--- src/design/aisb_pkg.sv ---
package aisb_pkg;
  // Register byte addresses on the bus
  localparam logic [7:0] ADDR_KEYPAD_PIN_ENABLE = 8'ha1;
  localparam logic [7:0] ADDR_AUX_FUNCTION_CTRL = 8'ha2;
  localparam logic [7:0] ADDR_IRQ_ENABLE_MASK   = 8'ha8;
  localparam logic [7:0] ADDR_SERIAL_NODE_ADDR  = 8'ha9;
  localparam logic [7:0] ADDR_COMP_ONE_CTRL     = 8'hac;
  localparam logic [7:0] ADDR_IRQ_SOURCE_STATUS = 8'hb0;

  // Aux function control fields
  localparam int AUX_KEYPAD_FLAG   = 7;
  localparam int AUX_BROWNOUT_OFF  = 6;
  localparam int AUX_BROWNOUT_IRQ  = 5;
  localparam int AUX_BROWNOUT_DUTY = 4;
  localparam int AUX_SOFT_RESET    = 3;
  localparam int AUX_ADC_POWER     = 2;
  localparam int AUX_POINTER_SEL   = 0;
  localparam logic [7:0] AUX_WRITE_MASK = 8'h75;

  // Interrupt enable fields
  localparam int IE_GLOBAL = 7;

  // Comparator one control fields
  localparam int CMP_ENABLE   = 5;
  localparam int CMP_POS_SEL  = 4;
  localparam int CMP_NEG_SEL  = 3;
  localparam int CMP_PIN_DRV  = 2;
  localparam int CMP_RESULT   = 1;
  localparam int CMP_FLAG     = 0;
  localparam logic [7:0] CMP_WRITE_MASK = 8'h3c;

  // Reset values
  localparam logic [7:0] RESET_BYTE = 8'h00;

  // Low power brownout duty: on one cycle in sixteen
  localparam int DUTY_PERIOD = 16;
  localparam int DUTY_WIDTH  = 4;

  // Soft reset pulse length in cycles
  localparam int SOFT_RESET_CYCLES = 1;
endpackage

--- src/design/aisb_sync2.sv ---
`timescale 1ns/1ps
// Two flop synchroniser for a bus of levels
module aisb_sync2 #(
  parameter int WIDTH = 8
) (
  input  wire logic             clk_i,
  input  wire logic             rst_i,
  input  wire logic [WIDTH-1:0] async_i,
  input  wire logic [WIDTH-1:0] rst_val_i,
  output logic      [WIDTH-1:0] sync_o
);
  logic [WIDTH-1:0] meta_q;
  logic [WIDTH-1:0] sync_q;

  // Reset value is a constant at the instance
  always_ff @(posedge clk_i) begin
    if (rst_i) begin
      meta_q <= rst_val_i;
      sync_q <= rst_val_i;
    end else begin
      meta_q <= async_i;
      sync_q <= meta_q;
    end
  end

  assign sync_o = sync_q;
endmodule // aisb_sync2

--- src/design/aisb_bank.sv ---
`timescale 1ns/1ps
module aisb_bank (
  input  wire logic        clk_i,
  input  wire logic        rst_i,
  // Wishbone classic slave
  input  wire logic        wb_cyc_i,
  input  wire logic        wb_stb_i,
  input  wire logic        wb_we_i,
  input  wire logic [7:0]  wb_adr_i,
  input  wire logic [3:0]  wb_sel_i,
  input  wire logic [31:0] wb_dat_i,
  output logic      [31:0] wb_dat_o,
  output logic             wb_ack_o,
  output logic             wb_err_o,
  // Device side
  input  wire logic [7:0]  port0_pins_i,
  input  wire logic        comp_raw_i,
  input  wire logic        brownout_flag_i,
  input  wire logic        power_down_i,
  input  wire logic [6:0]  irq_sources_i,
  output logic             comp_enable_o,
  output logic             comp_pos_select_o,
  output logic             comp_neg_select_o,
  output logic             comp_pin_o,
  output logic             comp_pin_oe_n_o,
  output logic             comp_irq_o,
  output logic             keypad_irq_o,
  output logic             brownout_detect_on_o,
  output logic             brownout_irq_o,
  output logic             brownout_reset_o,
  output logic             rc_osc_enable_o,
  output logic             chip_reset_o,
  output logic             adc_power_on_o,
  output logic             pointer_select_o,
  output logic [7:0]       irq_enable_o,
  output logic [7:0]       serial_node_address_o
);
  localparam logic [7:0] PORT_IDLE = 8'hff;

  logic [7:0] keypad_pin_enable_q;
  logic [7:0] aux_q;
  logic [7:0] aux_d;
  logic [7:0] ie_q;
  logic [7:0] serial_node_address_q;
  logic [7:0] cmp_q;
  logic [7:0] cmp_d;
  logic       comp_sync_q;
  logic       comp_meta_q;
  logic       ack_q;
  logic       err_q;
  logic [31:0] rdata_q;
  logic [3:0] duty_q;
  logic       detect_on_q;
  logic       brown_rst_q;
  logic       brown_irq_q;
  logic       rc_on_q;
  logic       chip_rst_q;
  logic       comp_pin_q;
  logic       comp_oe_n_q;
  logic       comp_irq_q;
  logic       key_irq_q;
  logic [6:0] src_q;
  logic [7:0] port_sync;

  // Bus decode
  wire        req       = wb_cyc_i & wb_stb_i & ~ack_q & ~err_q;
  wire        lane0     = wb_sel_i[0];
  wire        wr        = req & wb_we_i & lane0;
  wire        hit_kpe   = wb_adr_i == aisb_pkg::ADDR_KEYPAD_PIN_ENABLE;
  wire        hit_aux   = wb_adr_i == aisb_pkg::ADDR_AUX_FUNCTION_CTRL;
  wire        hit_ie    = wb_adr_i == aisb_pkg::ADDR_IRQ_ENABLE_MASK;
  wire        hit_sad   = wb_adr_i == aisb_pkg::ADDR_SERIAL_NODE_ADDR;
  wire        hit_cmp   = wb_adr_i == aisb_pkg::ADDR_COMP_ONE_CTRL;
  wire        hit_src   = wb_adr_i == aisb_pkg::ADDR_IRQ_SOURCE_STATUS;
  wire        mapped    = hit_kpe | hit_aux | hit_ie | hit_sad | hit_cmp | hit_src;
  wire [7:0]  wbyte     = wb_dat_i[7:0];

  // Keypad detect on synchronised pins
  aisb_sync2 #(.WIDTH(8)) u_port_sync (
    .clk_i     (clk_i),
    .rst_i     (rst_i),
    .async_i   (port0_pins_i),
    .rst_val_i (PORT_IDLE),
    .sync_o    (port_sync)
  );
  wire        key_event = |(keypad_pin_enable_q & ~port_sync);

  // Comparator state
  wire        cmp_en     = cmp_q[aisb_pkg::CMP_ENABLE];
  wire        comp_res   = cmp_en & comp_sync_q;
  wire        comp_chg   = comp_res != cmp_q[aisb_pkg::CMP_RESULT];
  wire        cmp_wr     = wr & hit_cmp;
  wire        en_after   = cmp_wr ? wbyte[aisb_pkg::CMP_ENABLE] : cmp_en;
  wire        flag_clr   = cmp_wr & ~wbyte[aisb_pkg::CMP_FLAG];

  // Aux register next value; flag set wins over clear
  wire        aux_wr     = wr & hit_aux;
  wire        key_keep   = aux_wr ? wbyte[aisb_pkg::AUX_KEYPAD_FLAG]
                                  : aux_q[aisb_pkg::AUX_KEYPAD_FLAG];
  always_comb begin
    aux_d = aux_q;
    if (aux_wr) begin
      aux_d = (aux_q & ~aisb_pkg::AUX_WRITE_MASK) | (wbyte & aisb_pkg::AUX_WRITE_MASK);
    end
    aux_d[aisb_pkg::AUX_KEYPAD_FLAG] = key_event | key_keep;
    // Soft reset is self clearing
    aux_d[aisb_pkg::AUX_SOFT_RESET]  = aux_wr & wbyte[aisb_pkg::AUX_SOFT_RESET];
    aux_d[1] = 1'b0;
  end

  // Comparator register next value; change sets even as software clears
  always_comb begin
    cmp_d = cmp_q;
    if (cmp_wr) begin
      cmp_d = (cmp_q & ~aisb_pkg::CMP_WRITE_MASK) | (wbyte & aisb_pkg::CMP_WRITE_MASK);
    end
    cmp_d[aisb_pkg::CMP_RESULT] = comp_res;
    if (!en_after) begin
      cmp_d[aisb_pkg::CMP_FLAG]   = 1'b0;
      cmp_d[aisb_pkg::CMP_RESULT] = 1'b0;
    end else if (comp_chg) begin
      cmp_d[aisb_pkg::CMP_FLAG] = 1'b1;
    end else if (flag_clr) begin
      cmp_d[aisb_pkg::CMP_FLAG] = 1'b0;
    end
    cmp_d[7:6] = 2'b00;
  end

  // Read mux
  wire [7:0]  rbyte = hit_kpe ? keypad_pin_enable_q :
                      hit_aux ? aux_q :
                      hit_ie  ? ie_q :
                      hit_sad ? serial_node_address_q :
                      hit_cmp ? cmp_q :
                      hit_src ? {1'b0, src_q} : 8'h00;

  // Brownout and duty control
  wire        bo_on     = ~aux_q[aisb_pkg::AUX_BROWNOUT_OFF];
  wire        duty_mode = bo_on & aux_q[aisb_pkg::AUX_BROWNOUT_DUTY] & power_down_i;
  wire        duty_slot = duty_q == 4'h0;
  wire        det_next  = bo_on & (~duty_mode | duty_slot);
  wire        bo_hit    = bo_on & brownout_flag_i;
  wire        gate      = ie_q[aisb_pkg::IE_GLOBAL];

  always_ff @(posedge clk_i) begin
    if (rst_i) begin
      keypad_pin_enable_q <= aisb_pkg::RESET_BYTE;
      aux_q               <= aisb_pkg::RESET_BYTE;
      ie_q                <= aisb_pkg::RESET_BYTE;
      serial_node_address_q             <= aisb_pkg::RESET_BYTE;
      cmp_q               <= aisb_pkg::RESET_BYTE;
    end else begin
      if (wr && hit_kpe) keypad_pin_enable_q <= wbyte;
      if (wr && hit_ie)  ie_q                <= wbyte;
      if (wr && hit_sad) serial_node_address_q             <= wbyte;
      aux_q <= aux_d;
      cmp_q <= cmp_d;
    end
  end

  // Comparator raw input synchroniser
  always_ff @(posedge clk_i) begin
    if (rst_i) begin
      comp_meta_q <= 1'b0;
      comp_sync_q <= 1'b0;
    end else begin
      comp_meta_q <= comp_raw_i;
      comp_sync_q <= comp_meta_q;
    end
  end

  // Bus answer: one cycle after request, error on unmapped address
  always_ff @(posedge clk_i) begin
    if (rst_i) begin
      ack_q   <= 1'b0;
      err_q   <= 1'b0;
      rdata_q <= 32'h0000_0000;
    end else begin
      ack_q   <= req & mapped;
      err_q   <= req & ~mapped;
      rdata_q <= (req & ~wb_we_i) ? {24'h00_0000, rbyte} : 32'h0000_0000;
    end
  end

  always_ff @(posedge clk_i) begin
    if (rst_i) begin
      duty_q <= 4'h0;
    end else begin
      duty_q <= duty_mode ? duty_q + 4'h1 : 4'h0;
    end
  end

  always_ff @(posedge clk_i) begin
    if (rst_i) begin
      detect_on_q <= 1'b0;
      brown_rst_q <= 1'b0;
      brown_irq_q <= 1'b0;
      rc_on_q     <= 1'b0;
      chip_rst_q  <= 1'b0;
      src_q       <= 7'h00;
      key_irq_q   <= 1'b0;
      comp_irq_q  <= 1'b0;
    end else begin
      detect_on_q <= det_next;
      brown_rst_q <= bo_hit & ~aux_q[aisb_pkg::AUX_BROWNOUT_IRQ];
      brown_irq_q <= gate & ie_q[5] & bo_hit & aux_q[aisb_pkg::AUX_BROWNOUT_IRQ];
      rc_on_q     <= duty_mode;
      chip_rst_q  <= aux_q[aisb_pkg::AUX_SOFT_RESET];
      src_q       <= {7{gate}} & ie_q[6:0] & irq_sources_i;
      key_irq_q   <= gate & aux_q[aisb_pkg::AUX_KEYPAD_FLAG];
      comp_irq_q  <= gate & cmp_q[aisb_pkg::CMP_FLAG];
    end
  end

  // Raw comparator path to the pin, unsynchronised by intent
  always_ff @(posedge clk_i) begin
    if (rst_i) begin
      comp_pin_q  <= 1'b0;
      comp_oe_n_q <= 1'b1;
    end else begin
      comp_pin_q  <= comp_raw_i;
      comp_oe_n_q <= ~(cmp_en & cmp_q[aisb_pkg::CMP_PIN_DRV]);
    end
  end

  assign wb_dat_o              = rdata_q;
  assign wb_ack_o              = ack_q;
  assign wb_err_o              = err_q;
  assign comp_enable_o         = cmp_en;
  assign comp_pos_select_o     = cmp_q[aisb_pkg::CMP_POS_SEL];
  assign comp_neg_select_o     = cmp_q[aisb_pkg::CMP_NEG_SEL];
  assign comp_pin_o            = comp_pin_q;
  assign comp_pin_oe_n_o       = comp_oe_n_q;
  assign comp_irq_o            = comp_irq_q;
  assign keypad_irq_o          = key_irq_q;
  assign brownout_detect_on_o  = detect_on_q;
  assign brownout_irq_o        = brown_irq_q;
  assign brownout_reset_o      = brown_rst_q;
  assign rc_osc_enable_o       = rc_on_q;
  assign chip_reset_o          = chip_rst_q;
  assign adc_power_on_o        = aux_q[aisb_pkg::AUX_ADC_POWER];
  assign pointer_select_o      = aux_q[aisb_pkg::AUX_POINTER_SEL];
  assign irq_enable_o          = ie_q;
  assign serial_node_address_o = serial_node_address_q;

  // Checks
  property p_key_set;
    @(posedge clk_i) disable iff (rst_i)
      key_event |=> aux_q[aisb_pkg::AUX_KEYPAD_FLAG];
  endproperty
  a_key_set: assert property (p_key_set) else $error("keypad flag not set");

  property p_key_hold;
    @(posedge clk_i) disable iff (rst_i)
      aux_q[aisb_pkg::AUX_KEYPAD_FLAG] && !aux_wr |=> aux_q[aisb_pkg::AUX_KEYPAD_FLAG];
  endproperty
  a_key_hold: assert property (p_key_hold) else $error("keypad flag lost");

  property p_pin_to_flag;
    @(posedge clk_i) disable iff (rst_i)
      keypad_pin_enable_q[0] && !port0_pins_i[0] ##1 keypad_pin_enable_q[0] && !port0_pins_i[0]
      ##1 keypad_pin_enable_q[0] |=> aux_q[aisb_pkg::AUX_KEYPAD_FLAG];
  endproperty
  a_pin_to_flag: assert property (p_pin_to_flag) else $error("pin low missed");

  property p_soft_chip_reset;
    @(posedge clk_i) disable iff (rst_i)
      aux_wr && wbyte[aisb_pkg::AUX_SOFT_RESET] |=> ##1 chip_reset_o ##1 !chip_reset_o;
  endproperty
  a_soft_chip_reset: assert property (p_soft_chip_reset) else $error("soft reset pulse wrong");

  property p_cmp_off;
    @(posedge clk_i) disable iff (rst_i)
      !cmp_en |-> !cmp_q[aisb_pkg::CMP_RESULT] && !cmp_q[aisb_pkg::CMP_FLAG];
  endproperty
  a_cmp_off: assert property (p_cmp_off) else $error("comparator bits not cleared");

  property p_cmp_flag;
    @(posedge clk_i) disable iff (rst_i)
      cmp_en && $changed(cmp_q[aisb_pkg::CMP_RESULT]) |-> cmp_q[aisb_pkg::CMP_FLAG];
  endproperty
  a_cmp_flag: assert property (p_cmp_flag) else $error("change flag missing");

  property p_gate;
    @(posedge clk_i) disable iff (rst_i)
      !ie_q[aisb_pkg::IE_GLOBAL] |=> !comp_irq_o && !keypad_irq_o && !brownout_irq_o
      && src_q == 7'h00;
  endproperty
  a_gate: assert property (p_gate) else $error("interrupt passed closed gate");

  property p_bo_mode;
    @(posedge clk_i) disable iff (rst_i)
      bo_hit |=> (brownout_reset_o != $past(aux_q[aisb_pkg::AUX_BROWNOUT_IRQ]));
  endproperty
  a_bo_mode: assert property (p_bo_mode) else $error("brownout mode wrong");

  property p_duty;
    @(posedge clk_i) disable iff (rst_i)
      duty_mode && duty_q == 4'h1 |=> !detect_on_q;
  endproperty
  a_duty: assert property (p_duty) else $error("duty detector on");

  // Flag stays clear while no enabled pin is low and software writes no 1
  property p_key_masked;
    @(posedge clk_i) disable iff (rst_i)
      !aux_q[aisb_pkg::AUX_KEYPAD_FLAG] && !key_event
      && !(aux_wr && wbyte[aisb_pkg::AUX_KEYPAD_FLAG])
      |=> !aux_q[aisb_pkg::AUX_KEYPAD_FLAG];
  endproperty
  a_key_masked: assert property (p_key_masked) else $error("keypad flag set without pin");

  property p_pin_drive;
    @(posedge clk_i) disable iff (rst_i)
      cmp_en && cmp_q[aisb_pkg::CMP_PIN_DRV] |=> !comp_pin_oe_n_o;
  endproperty
  a_pin_drive: assert property (p_pin_drive) else $error("comparator pin not driven");

  property p_rc_osc;
    @(posedge clk_i) disable iff (rst_i)
      duty_mode |=> rc_osc_enable_o;
  endproperty
  a_rc_osc: assert property (p_rc_osc) else $error("rc oscillator off in duty mode");

  property p_ack;
    @(posedge clk_i) disable iff (rst_i)
      req |=> (wb_ack_o ^ wb_err_o) ##1 !wb_ack_o && !wb_err_o;
  endproperty
  a_ack: assert property (p_ack) else $error("bus answer wrong");

  c_key:  cover property (@(posedge clk_i) disable iff (rst_i) keypad_irq_o);
  c_cmp:  cover property (@(posedge clk_i) disable iff (rst_i) comp_irq_o);
  c_duty: cover property (@(posedge clk_i) disable iff (rst_i) rc_on_q && detect_on_q);
  c_soft_chip_reset: cover property (@(posedge clk_i) disable iff (rst_i) chip_reset_o);
endmodule // aisb_bank

--- config.mk ---
export PLATFORM = sky130hd
export DESIGN_NAME = aisb_bank
export DESIGN_NICKNAME = d
export VERILOG_FILES = /design/src/design/aisb_pkg.sv /design/src/design/aisb_sync2.sv /design/src/design/aisb_bank.sv
export SDC_FILE = /design/constraint.sdc
export NUM_CORES = 1
export LEC_CHECK = 0
export ABC_AREA = 1
export ABC_CLOCK_PERIOD_IN_PS = 3400
export BUFFER_PORTS_ARGS = -buffer_cell sky130_fd_sc_hd__buf_2
export CAP_MARGIN = 20
export CORE_ASPECT_RATIO = 1.4
export CORE_MARGIN = 1
export CORE_UTILIZATION = 53
export DETAILED_ROUTE_END_ITERATION = 10
export PLACE_DENSITY = 0.85
export SYNTH_ARGS = -nofsm -noshare
export SYNTH_HDL_FRONTEND = slang
export SYNTH_SLANG_ARGS = --single-unit
--- constraint.sdc ---
create_clock -name clk_i -period 3.4 [get_ports clk_i]
set_input_delay 0.17 -clock clk_i [delete_from_list [all_inputs] [get_ports clk_i]]
set_output_delay 0.17 -clock clk_i [all_outputs]
set_load 0.005 [all_outputs]
Word-level counts from Yosys, hierarchy flattened
Cells that the tools add are included.
W data, S select, Z words.
- register bits: 109
- bits of input ports: 67
- output and inout port bits: 64
- word-level logic and storage cells: 103
- $add $sub $neg: 1
- equality and inequality tests: 7
- multiplexer cells: 11
- bitwise gates (word level): 48
- reduce and logical (&&, ||, !) cells: 9
- operator list (kind ; count):
    $eq A8 B8 Y1 const B ; 6
    $mux W8 ; 4
    $and A1 B1 Y1 ; 24
    $and A7 B7 Y7 ; 2
    $mux W7 ; 2
    $not A1 Y1 ; 11
    $and A8 B8 Y8 ; 1
    $not A8 Y8 ; 1
    $reduce_or A8 Y1 ; 1
    $or A1 B1 Y1 ; 7
    $or A4 B7 Y7 ; 1
    $mux W6 ; 1
    $or A2 B6 Y6 ; 1
    $reduce_or A2 Y1 ; 3
    $add A4 B1 Y4 const B ; 1
    $logic_not A4 Y1 ; 1
    $mux W1 ; 4
    $logic_and A1 B1 Y1 ; 3
    $reduce_bool A3 Y1 ; 1
    $ne A1 B1 Y1 ; 1

Logic depth before layout (Yosys ltp)
Gate-level depths: netlist of the first run.
- depth in word-level cells: 9
- mapped depth: 12
- mapped depth without buffers: 11

Modules after synthesis
From an unflattened synthesis of the first run, not the netlist that was laid out.
- cells, all modules: 486
- area, all modules: 3714.8 µm²
- modules (own cells, without submodules) (module ; instances ; cells each ; area an instance (µm²) ; sequential area each (µm²)):
    aisb_bank ; 1 ; 427 ; 3191.8 ; 1361.3
    aisb_sync2 ; 1 ; 59 ; 523.0 ; 320.3

Worst setup path after synthesis of the first run
No wires, ideal clock.
- path type: reg-to-reg
- start point: reg ack_q (netlist: wb_ack_o)
- end point: reg cmp_q[0]
- library setup time: 0.115 ns
- arrival time: 1.185 ns
- data required time: 3.285 ns
- slack: 2.099 ns
- stages on the path, launching flop included: 8
- buffers on the path: 0
- period minus slack after synthesis: 1.301 ns
- cells stage by stage: dfxtp_1 > nor2_4 > nand4_4 > nor2_4 > nand2_1 > nand2_1 > nor2_2 > nor2b_1
- longest elaborated chain between the ends: 9
- elaborated cells on any way between the ends: 13
- those cells by class: 3 x mux; 8 x bitwise; 2 x reduce/logical
- ends and longest elaborated chain (item ; line ; RTL):
    start: declaration ; aisb_bank.sv:49 ; logic ack_q;
    start signal: assignment ; aisb_bank.sv:179 ; ack_q <= req & mapped;
    $not A1 Y1 (*) ; aisb_bank.sv:66 ; wire req = wb_cyc_i & wb_stb_i & ~ack_q & ~err_q;
    $and A1 B1 Y1 (*) (2 in a row) ; aisb_bank.sv:66 ;
    $and A1 B1 Y1 (*) (2 in a row) ; aisb_bank.sv:68 ; wire wr = req & wb_we_i & lane0;
    $and A1 B1 Y1 (*) ; aisb_bank.sv:92 ; wire cmp_wr = wr & hit_cmp;
    $and A1 B1 Y1 / $mux W1 (equally long branches) ; aisb_bank.sv:94, aisb_bank.sv:93 ;
    $mux W1 / $not A1 Y1 (equally long branches) ; - ;
    $mux W1 / $reduce_or A2 Y1 (equally long branches) ; - ;
    end signal: assignment ; aisb_bank.sv:151 ; cmp_q <= aisb_pkg::RESET_BYTE;
    end signal: assignment ; aisb_bank.sv:157 ; cmp_q <= cmp_d;
    end: declaration ; aisb_bank.sv:45 ; logic [7:0] cmp_q;
Every way passes the cells marked *; elsewhere a longest branch is shown, timed or not.
A chain may end at the register's enable or synchronous reset.

Worst setup path in the final report of the first run
- start point: reg ack_q (netlist: wb_ack_o)
- end point: reg rdata_q[2] (netlist: wb_dat_o[2])
- longest elaborated chain between the ends: 6
- ends and longest elaborated chain (item ; line ; RTL):
    $not A1 Y1 ; aisb_bank.sv:66 ;
    $and A1 B1 Y1 (2 in a row) ; aisb_bank.sv:66 ;
    $and A1 B1 Y1 ; aisb_bank.sv:181 ; rdata_q <= (req & ~wb_we_i) ? {24'h00_0000, rbyte} : 32'h0000_0000;
    $not A1 Y1 (no line) ; - ;
    $reduce_or A2 Y1 (no line) ; - ;
    end signal: assignment ; aisb_bank.sv:181 ;
    end: declaration ; aisb_bank.sv:51 ; logic [31:0] rdata_q;
No other way between the ends.

==> results of run 1 <==
## cells in the final DEF, fill, tap and decap left out, drive strengths merged, types with 4 or more instances in the layout
cell type,instances
a21oi,32
buf,80
clkbuf,11
conb,24
dfxtp,84
dlygate4sd3,8
inv,53
nand2,64
nand3,18
nor2,58
nor3,6
o21ai,44
o21bai,4
or2,16
## final timing paths
check / startpoint / endpoint / slack [ns] / cells after the start
max: wb_ack_o / wb_dat_o[2] / 1.80 / 8
min: comp_raw_i / comp_pin_o / 0.02 / 3
max reg2reg: wb_ack_o / wb_dat_o[2] / 1.80 / 8
min reg2reg: u_port_sync.meta_q[7] / u_port_sync.sync_o[7] / 0.41 / 1
## metal layers
metal | vias to the layer above | track usage, % | share of wire (%)
met3 | 18 | 3.61 | 6.1
met1 | 1389 | 24.0 | 38
met2 | 109 | 42.9 | 53
met5 | - | 0 | 0
met4 | 0 | 15.4 | 2.7
li1 | 1502 | - | -
## worst max-delay path, delay by kind of cell, from the launching register on
family          cells  cell delay [ns]
compound gates      2             0.38
buf+inv             2             0.15
simple gates        4             0.67
flops               1             0.34
## sequential cells by signal, summed over array words and instances, names as in the netlist, 4 cells and up
register               cells
cmp_q                      6
src_q                      7
keypad_pin_enable_q        8
aux_q                      7
u_port_sync.meta_q         8
irq_enable_o               8
wb_dat_o                   8
u_port_sync.sync_o         8
serial_node_address_o      8
duty_q                     4
## report_power, final
group	internal, mW	total, mW	switching, mW	leakage, nW
registers	0.995	0.998	0.00292	0.682
logic	0.0394	0.0944	0.0550	1.26
clock network	0.330	0.653	0.323	0.0890
total	1.36	1.74	0.381	2.03
## final cells by class
cell class / count / area [µm²] / area share, %
flip-flops and latches: 84 / 1680 / 41.4
multi-input cells: 285 / 1440 / 35.3
repair buffers: 88 / 483 / 11.9
inverters: 54 / 203 / 4.99
clock buffers: 11 / 131 / 3.23
well taps: 72 / 90.1 / 2.22
clock inverters: 3 / 40.0 / 0.985
## repair_timing
item	CTS	global route
buffers inserted	0	0
hold buffers	8	0
hold endpoints to repair	8	0
gates resized for setup	0	0
## synth_stat cells (all sizes together)
master and n:
xnor2 2, o21ai 44, nand2 64, clkbuf 4, a311oi 1, nor4 1
or2 16, ha 2, inv 53, a31oi 2, nand3 18, nand3b 3
xor2 1, nor3 6, nor3b 1, nor2b 1, nand4 3, clkinv 1
buf 31, o21bai 4, dfxtp 84, o22ai 2, a21oi 32, nor2 58
conb 1
## cells by family (layout without fill, tap and decap cells)
| kind of cell | count (synthesis) | count (layout) | synth area share, % |
|---|---|---|---|
| simple gates | 171 | 171 | 24.2 |
| buf+inv | 89 | 156 | 13.2 |
| compound gates | 85 | 85 | 12.9 |
| flops | 84 | 84 | 48.2 |
| xor+xnor | 3 | 3 | 0.753 |
| fa+ha+maj | 2 | 2 | 0.717 |
| other cells | 1 | 24 | 0.107 |
## per-stage QoR
stage	std cells	hold WS [ns]	total power, mW	instance area [µm²]
floorplan	458	0.274	1.09	3580
global placement	575	0.353	1.10	3810
detailed placement	575	0.355	1.11	3810
CTS	597	0.0123	1.75	4070
global route	597	0.0225	1.81	4070
finish	597	0.0206	1.74	4070
==> metrics, run 1 <==
slew margin rel.=59.8%; Unique masters post-synth=37; Final Hold Viols=0; CTS Buffer Depth=2; Ys Warns=0; Yosys top cell area share=48.2%; Mapped Area=3490 µm²; status=finished, violations left; Post-DP HPWL=5.69 mm; fillers=532; Syn Inst Count=435; post-route antenna net violation count=0; cell taking the most area after synthesis=dfxtp_1; Setup-failing EPs final=0; Final period util=47.1%; DRT Wirelength=7.79 mm; min Tclk post-route=1.60 ns; Post-Route Skew=0.00686 ns; worst-skew pair later-pin latency=0.35 ns; mean routed wirelength per cell=13.1 µm; Worst-path clk slew=0.08 ns; All-Layer GR Usage=23.3%; CTS Buf Count=9; Final Max Slew Viols=0; worst min path class=in -> reg; Pleak=2.03 nW; Critical Path Slowest Stage Cell=nor2_1; failing checks=design-rule violations; Arr. time, crit path=1.89 ns; Critical Path Fanout Max=8; number of DRC markers in iteration 0=217; Die H=98.0 µm; Max IR drop VDD=314 µV; Final TNS setup=0 ns; max-cap violations=0; initial antenna violation count=0; DRC viols=10; Via Count=3018; Yosys reg bits=84; pin count of the biggest net entering global routing=36; Avg Inst Size Synth=8.02 µm²; total grt overflow=0; Pre-antenna DRT Iters=7; CP cell instances=nor2_4, nand2_1, nor2_1, inv_1, nor2_1, o21ai_0, o21bai_1, inv_1; Largest stage delay, worst path=0.39 ns; die width=70.6 µm; main area contributors after synthesis=dfxtp_1 (48%), nand2_1 (6.3%), inv_1 (5.5%), buf_4 (5.4%), nor2_1 (5.3%); Cell Pwr Density=429 nW/µm²; Final Net Count=591; # diodes=0; Rows=34; io pins=131; drt via density=5.06; DP Worst Slack=1.61 ns; H-Tree Depth=3; Starting Density=55.4%; Area Growth Syn to Fin=16.5%; GPL Wtd Cong=0.835; first-pass GRT wire length=12.4 mm; IO Port Bufs=79; Crit. End Element=flip-flop; root buf cell=clkbuf_8; element type at the critical path start=flip-flop; Final Util=64.6%; die area=6920 µm²; clock sinks=84; worst endpoint required time=3.69 ns; fraction of layout cells with a size suffix above 1=24.4%; CP Class=reg -> reg; worst setup margin=1.80 ns; CORE AREA=6300 µm²; register area share after synthesis=48.2%; RSZ-0062 raised after global routing=false; worst slew pin tran=0.601 ns; Fmax achieved=0.624 GHz; CTS tree=done; vias in the first global route=2829
Power figures use the tool's default switching activity.
==> run 2: changes to the inputs <==
--- a/config.mk
+++ b/config.mk
@@ -6,14 +6,14 @@
 export NUM_CORES = 1
 export LEC_CHECK = 0
 export ABC_AREA = 1
-export ABC_CLOCK_PERIOD_IN_PS = 3400
+export ABC_CLOCK_PERIOD_IN_PS = 1640
 export BUFFER_PORTS_ARGS = -buffer_cell sky130_fd_sc_hd__buf_2
 export CAP_MARGIN = 20
 export CORE_ASPECT_RATIO = 1.4
 export CORE_MARGIN = 1
-export CORE_UTILIZATION = 53
+export CORE_UTILIZATION = 49
 export DETAILED_ROUTE_END_ITERATION = 10
-export PLACE_DENSITY = 0.85
+export PLACE_DENSITY = 0.8
 export SYNTH_ARGS = -nofsm -noshare
 export SYNTH_HDL_FRONTEND = slang
 export SYNTH_SLANG_ARGS = --single-unit
==> constraint.sdc (replaced) <==
create_clock -name clk_i -period 1.64 [get_ports clk_i]
set_input_delay 0.082 -clock clk_i [delete_from_list [all_inputs] [get_ports clk_i]]
set_output_delay 0.082 -clock clk_i [all_outputs]
set_load 0.005 [all_outputs]
==> metrics, run 2 (synthesis gave the netlist of run 1 again) <==
status=finished, final reports clean; Post-Route Skew=0.00967 ns (+0.00281 ns); Pleak=2.12 nW (+4.2%); worst-skew pair later-pin latency=0.36 ns (about the same); placed cell count=604 (+5.0%); Crit. End Element=flip-flop; CORE AREA=6940 µm² (+10%); worst setup margin=0.149 ns (-1.65 ns); min Tclk post-route=1.49 ns (-0.112 ns); CP Class=reg -> reg; root buf cell=clkbuf_8; die area=7470 µm² (+8.0%); H-Tree Depth=3 (unchanged); Final Net Count=607 (+2.7%); post-route antenna net violation count=0 (unchanged); Power, Total=3.84 mW (+120%); # diodes=0 (unchanged); worst endpoint required time=1.93 ns (-1.76 ns); Setup-failing EPs final=0 (unchanged); Area Growth Syn to Fin=22.4%; DP Worst Slack=0.144 ns (-1.46 ns); Via Count=2998 (-0.66%); DRT Wirelength=7.84 mm (+0.58%); Max IR drop VDD=730 µV (+130%); vias in the first global route=2713 (-4.1%); most frequent cells in the layout=dfxtp_1 (84), buf_2 (79), nand2_1 (59), inv_1 (51), nor2_1 (49); first-pass GRT wire length=12.1 mm (-1.9%); post-route insts no fill=637 (+6.7%); hold depth=3 (unchanged); RSZ-0062 raised after global routing=false; Final Max Slew Viols=0 (unchanged); pin count of the biggest net entering global routing=31 (-14%); Final Hold Viols=0 (unchanged); max-cap violations=0 (unchanged); worst min path class=in -> reg; Critical Path Fanout Max=15 (+7); clock sinks=84 (unchanged); die width=73.3 µm (+3.9%); Pre-antenna DRT Iters=4 (-3); area occupied by multi-input gates=1440 µm² (unchanged); number of DRC markers in iteration 0=182 (-16%); CTS tree=done; Sequential Area=1680 µm² (unchanged); Worst-path clk slew=0.08 ns (about the same); fillers=634 (+19%); CTS Buf Count=9 (unchanged); Final period util=90.9% (+44 points); Starting Density=50.3% (-5.1 points); IO Port Bufs=79 (unchanged); drt via density=4.71 (-6.9%); Rows=36 (+5.9%); Cell Pwr Density=898 nW/µm² (+110%); commonest non-fill, non-tap cell in the layout=dfxtp_1; Die H=102 µm (+3.9%); Arr. time, crit path=1.78 ns (-0.11 ns); post-place instance area=3890 µm² (+1.9%); total grt overflow=0 (unchanged); fraction of layout cells with a size suffix above 1=25.1% (+0.71 points); GPL Wtd Cong=0.863 (+3.3%); initial antenna violation count=0 (unchanged); mean routed wirelength per cell=12.3 µm (-5.7%); Post-DP HPWL=5.68 mm (-0.11%); Fmax achieved=0.671 GHz (+7.5%); Worst R2R Path Depth=5 (-3); DRC viols=0 (-10); CTS Buffer Depth=2 (unchanged); io pins=131 (unchanged); element type at the critical path start=flip-flop; Final TNS setup=0 ns (unchanged); All-Layer GR Usage=21.9% (-1.3 points); post-route cell area=4270 µm² (+5.1%)
run 2: cell count changes in the layout (fill, tap and decap cells not counted):
| cell | before | now |
|---|---|---|
| clkbuf_1 | 2 | 1 |
| dlygate4sd3_1 | 8 | 18 |
| buf_4 | 1 | 7 |
| bufinv_16 | 1 | 2 |
| clkinvlp_4 | 0 | 1 |
run 2: final timing paths:
check	startpoint	endpoint	slack [ns]
worst min register to register	u_port_sync.meta_q[6]	u_port_sync.sync_o[6]	0.41
worst max-delay path	wb_ack_o	irq_enable_o[5]	0.15
worst min-delay path	wb_dat_i[1]	irq_enable_o[1]	0.03
worst max register to register	wb_ack_o	irq_enable_o[5]	0.15
run 2: final cells by class:
| class | count | area share (%) |
|---|---|---|
| flip-flops and latches | 84 | 39.4 |
| multi-input cells | 285 | 33.6 |
| repair buffers | 104 | 14.7 |
| inverters | 54 | 4.74 |
| clock buffers | 10 | 2.99 |
| well taps | 95 | 2.78 |
| clock inverters | 5 | 1.82 |
run 2: power breakdown:
part           leakage (nW)  internal (mW)  switching, mW
Sequential            0.682           2.06        0.00606
Combinational          1.33          0.102          0.116
Clock                 0.102          0.844          0.707
run 2: repair_timing:
item / 4_1_cts / 5_1_grt
setup endpoints to repair: 0 / 0
endpoints found under the hold margin: 19 / 0
resized for setup: 0 / 0
hold buffers: 18 / 0
setup buffers: 0 / 0
run 2: critical path, stage by stage, from the launching register on:
cell	delay, ns
dfxtp_1	0.34
nor2_4	0.14
nand4_4	0.27
nor2_4	0.39
o21ai_0	0.15
a21oi_1	0.14
run 2: metal layers:
metal,global-route usage (%),share of wire (%),up-vias
li1,-,-,1538
met1,22.8,41,1347
met2,39.4,52,96
met3,5.42,4.2,17
met4,12.9,2.7,0
met5,0,0,-
run 2: stage by stage:
step,hold WS [ns],util (%)
after CTS,0.00902,61.6
after detailed placement,0.266,56.0
final,0.0257,61.6
after floorplan,0.186,-
after global placement,0.263,56.0
after global routing,0.0304,61.6
==> run 3: changes to the inputs <==
--- a/config.mk
+++ b/config.mk
@@ -14,6 +14,7 @@
 export CORE_UTILIZATION = 49
 export DETAILED_ROUTE_END_ITERATION = 10
 export PLACE_DENSITY = 0.8
+export SETUP_SLACK_MARGIN = 0.3
 export SYNTH_ARGS = -nofsm -noshare
 export SYNTH_HDL_FRONTEND = slang
 export SYNTH_SLANG_ARGS = --single-unit
==> metrics, run 3 (synthesis gave the netlist of run 1 again) <==
status=finished, final reports clean; clock sinks=84 (unchanged); Arr. time, crit path=1.61 ns (-0.17 ns); Post-DP HPWL=5.68 mm (unchanged); CP Class=reg -> reg; reg2reg start=wb_ack_o; worst min path class=in -> reg; Via Count=3171 (+5.8%); worst-skew pair later-pin latency=0.36 ns (about the same); most frequent cells in the layout=dfxtp_1 (82), buf_2 (80), nand2_1 (57), inv_1 (51), nor2_1 (49); R2R Setup Slk=0.30 ns (+0.15 ns); Final Max Slew Viols=0 (unchanged); Final Util=64.8% (+3.2 points); Final Net Count=622 (+2.5%); Cell Pwr Density=856 nW/µm² (-4.7%); GPL Wtd Cong=0.863 (unchanged); total grt overflow=0 (unchanged); DRC viols=0 (unchanged); Worst-path clk slew=0.08 ns (about the same); Post-Route Skew=0.0105 ns (+0.000785 ns); H-Tree Depth=3 (unchanged); die area=7470 µm² (unchanged); worst r2r dst=serial_node_address_o[1]; Pleak=2.21 nW (+4.6%); All-Layer GR Usage=22.5% (+0.54 points); Fmax achieved=0.748 GHz (+11%); Most common cell on crit path=nor2_4; first-pass GRT wire length=12.4 mm (+2.7%); Setup-failing EPs final=0 (unchanged); Worst R2R Path Depth=7 (+2); CORE AREA=6940 µm² (unchanged); Final Hold Viols=0 (unchanged); commonest non-fill, non-tap cell in the layout=dfxtp_1; worst endpoint required time=1.91 ns (-0.02 ns); Critical Path End=serial_node_address_o[1]; CP cell instances=nor2_4, nand4_4, buf_12, nor2_4, buf_6, o21ai_2, a21oi_1; placed cell count=604 (unchanged); DRT Wirelength=8.60 mm (+9.7%); max-cap violations=0 (unchanged); post-route antenna net violation count=0 (unchanged); IO Port Bufs=79 (unchanged); min Tclk post-route=1.34 ns (-0.153 ns); CTS Buf Count=9 (unchanged); post-route insts no fill=652 (+2.4%); Crit. Startpoint=wb_ack_o; Critical Path Fanout Max=8 (-7); RSZ-0062 raised after global routing=true; Final period util=81.6% (-9.3 points); Pre-antenna DRT Iters=5 (+1); fraction of layout cells with a size suffix above 1=29.4% (+4.4 points); Rows=36 (unchanged); Power, Total=3.85 mW (+0.30%); io pins=131 (unchanged); CTS tree=done; pin count of the biggest net entering global routing=31 (unchanged); Crit. End Element=flip-flop; element type at the critical path start=flip-flop; Largest stage delay, worst path=0.34 ns (-0.05 ns); number of DRC markers in iteration 0=186 (+2.2%); CTS Buffer Depth=2 (unchanged); Die H=102 µm (unchanged); # diodes=0 (unchanged); Critical Path Slowest Stage Cell=dfxtp_2; Max IR drop VDD=739 µV (+1.2%); initial antenna violation count=0 (unchanged); mean routed wirelength per cell=13.2 µm (+7.2%); Area Growth Syn to Fin=28.8%; die width=73.3 µm (unchanged); vias in the first global route=2788 (+2.8%); root buf cell=clkbuf_8; drt via density=4.86 (+3.3%); Starting Density=50.3% (unchanged); Final TNS setup=0 ns (unchanged)
## run 3: changes by cell type in the layout (fill, tap and decap cells not counted), sizes merged
cell    change
clkbuf      +1
nor2        +1
buf        +13
## run 3: worst max-delay path: cells and delay by family (launching register included)
kind,cells,cell delay (ns)
flops,1,0.34
simple gates,3,0.34
buf+inv,2,0.31
compound gates,2,0.26
## run 3: routing by layer
layer / up-vias / part of all wire, % / GRT usage (%)
li1: 1572 / - / -
met1: 1443 / 39 / 23.5
met2: 131 / 53 / 40.6
met3: 25 / 5.0 / 5.23
met4: 0 / 3.5 / 12.9
met5: - / 0 / 0
## run 3: power by group
part	total (mW)	internal, mW	leakage [nW]	switching (mW)
combinational	0.229	0.107	1.43	0.122
sequential	2.07	2.06	0.682	0.00610
clock	1.55	0.844	0.102	0.707
## run 3: worst min-delay path by stage
| stage | from | end | slack (ns) | depth (start not counted) |
|---|---|---|---|---|
| after CTS | wb_dat_i[1] | irq_enable_o[1] | 0.009 | 3 |
| after floorplan | port0_pins_i[0] | u_port_sync.meta_q[0] | 0.19 | 1 |
| after global placement | port0_pins_i[6] | u_port_sync.meta_q[6] | 0.26 | 2 |
| after detailed placement | port0_pins_i[5] | u_port_sync.meta_q[5] | 0.27 | 2 |
| final | wb_dat_i[1] | irq_enable_o[1] | 0.03 | 3 |
| after global routing | wb_dat_i[7] | aux_q[7] | 0.03 | 3 |
## run 3: through the flow
| step | area (µm²) | hold slack [ns] | setup slack [ns] |
|---|---|---|---|
| 2_1_floorplan | 3580 | 0.186 | 0.339 |
| 3_3_place_gp | 3890 | 0.263 | 0.196 |
| 3_5_place_dp | 3890 | 0.266 | 0.144 |
| 4_1_cts | 4370 | 0.00902 | 0.278 |
| 5_1_grt | 4500 | 0.0329 | 0.212 |
| 6_report | 4500 | 0.0310 | 0.303 |
## run 3: layout make-up
type                            count  area (µm²)
Clock buffer                       10         128
Sequential cell                    84        1680
Tap cell                           95         119
Clock inverter                      5        77.6
Timing Repair Buffer              118         805
Multi-Input combinational cell    286        1480
Fill cell                         600        2440
Inverter                           54         203
## run 3: timing repair
item	4_1_cts	5_1_grt
pin swaps	6	6
setup buffers	9	3
endpoints found under the setup margin	33	37
gates cloned	0	3
hold endpoints to repair	19	0
resized for setup	2	26
hold buffers	18	0
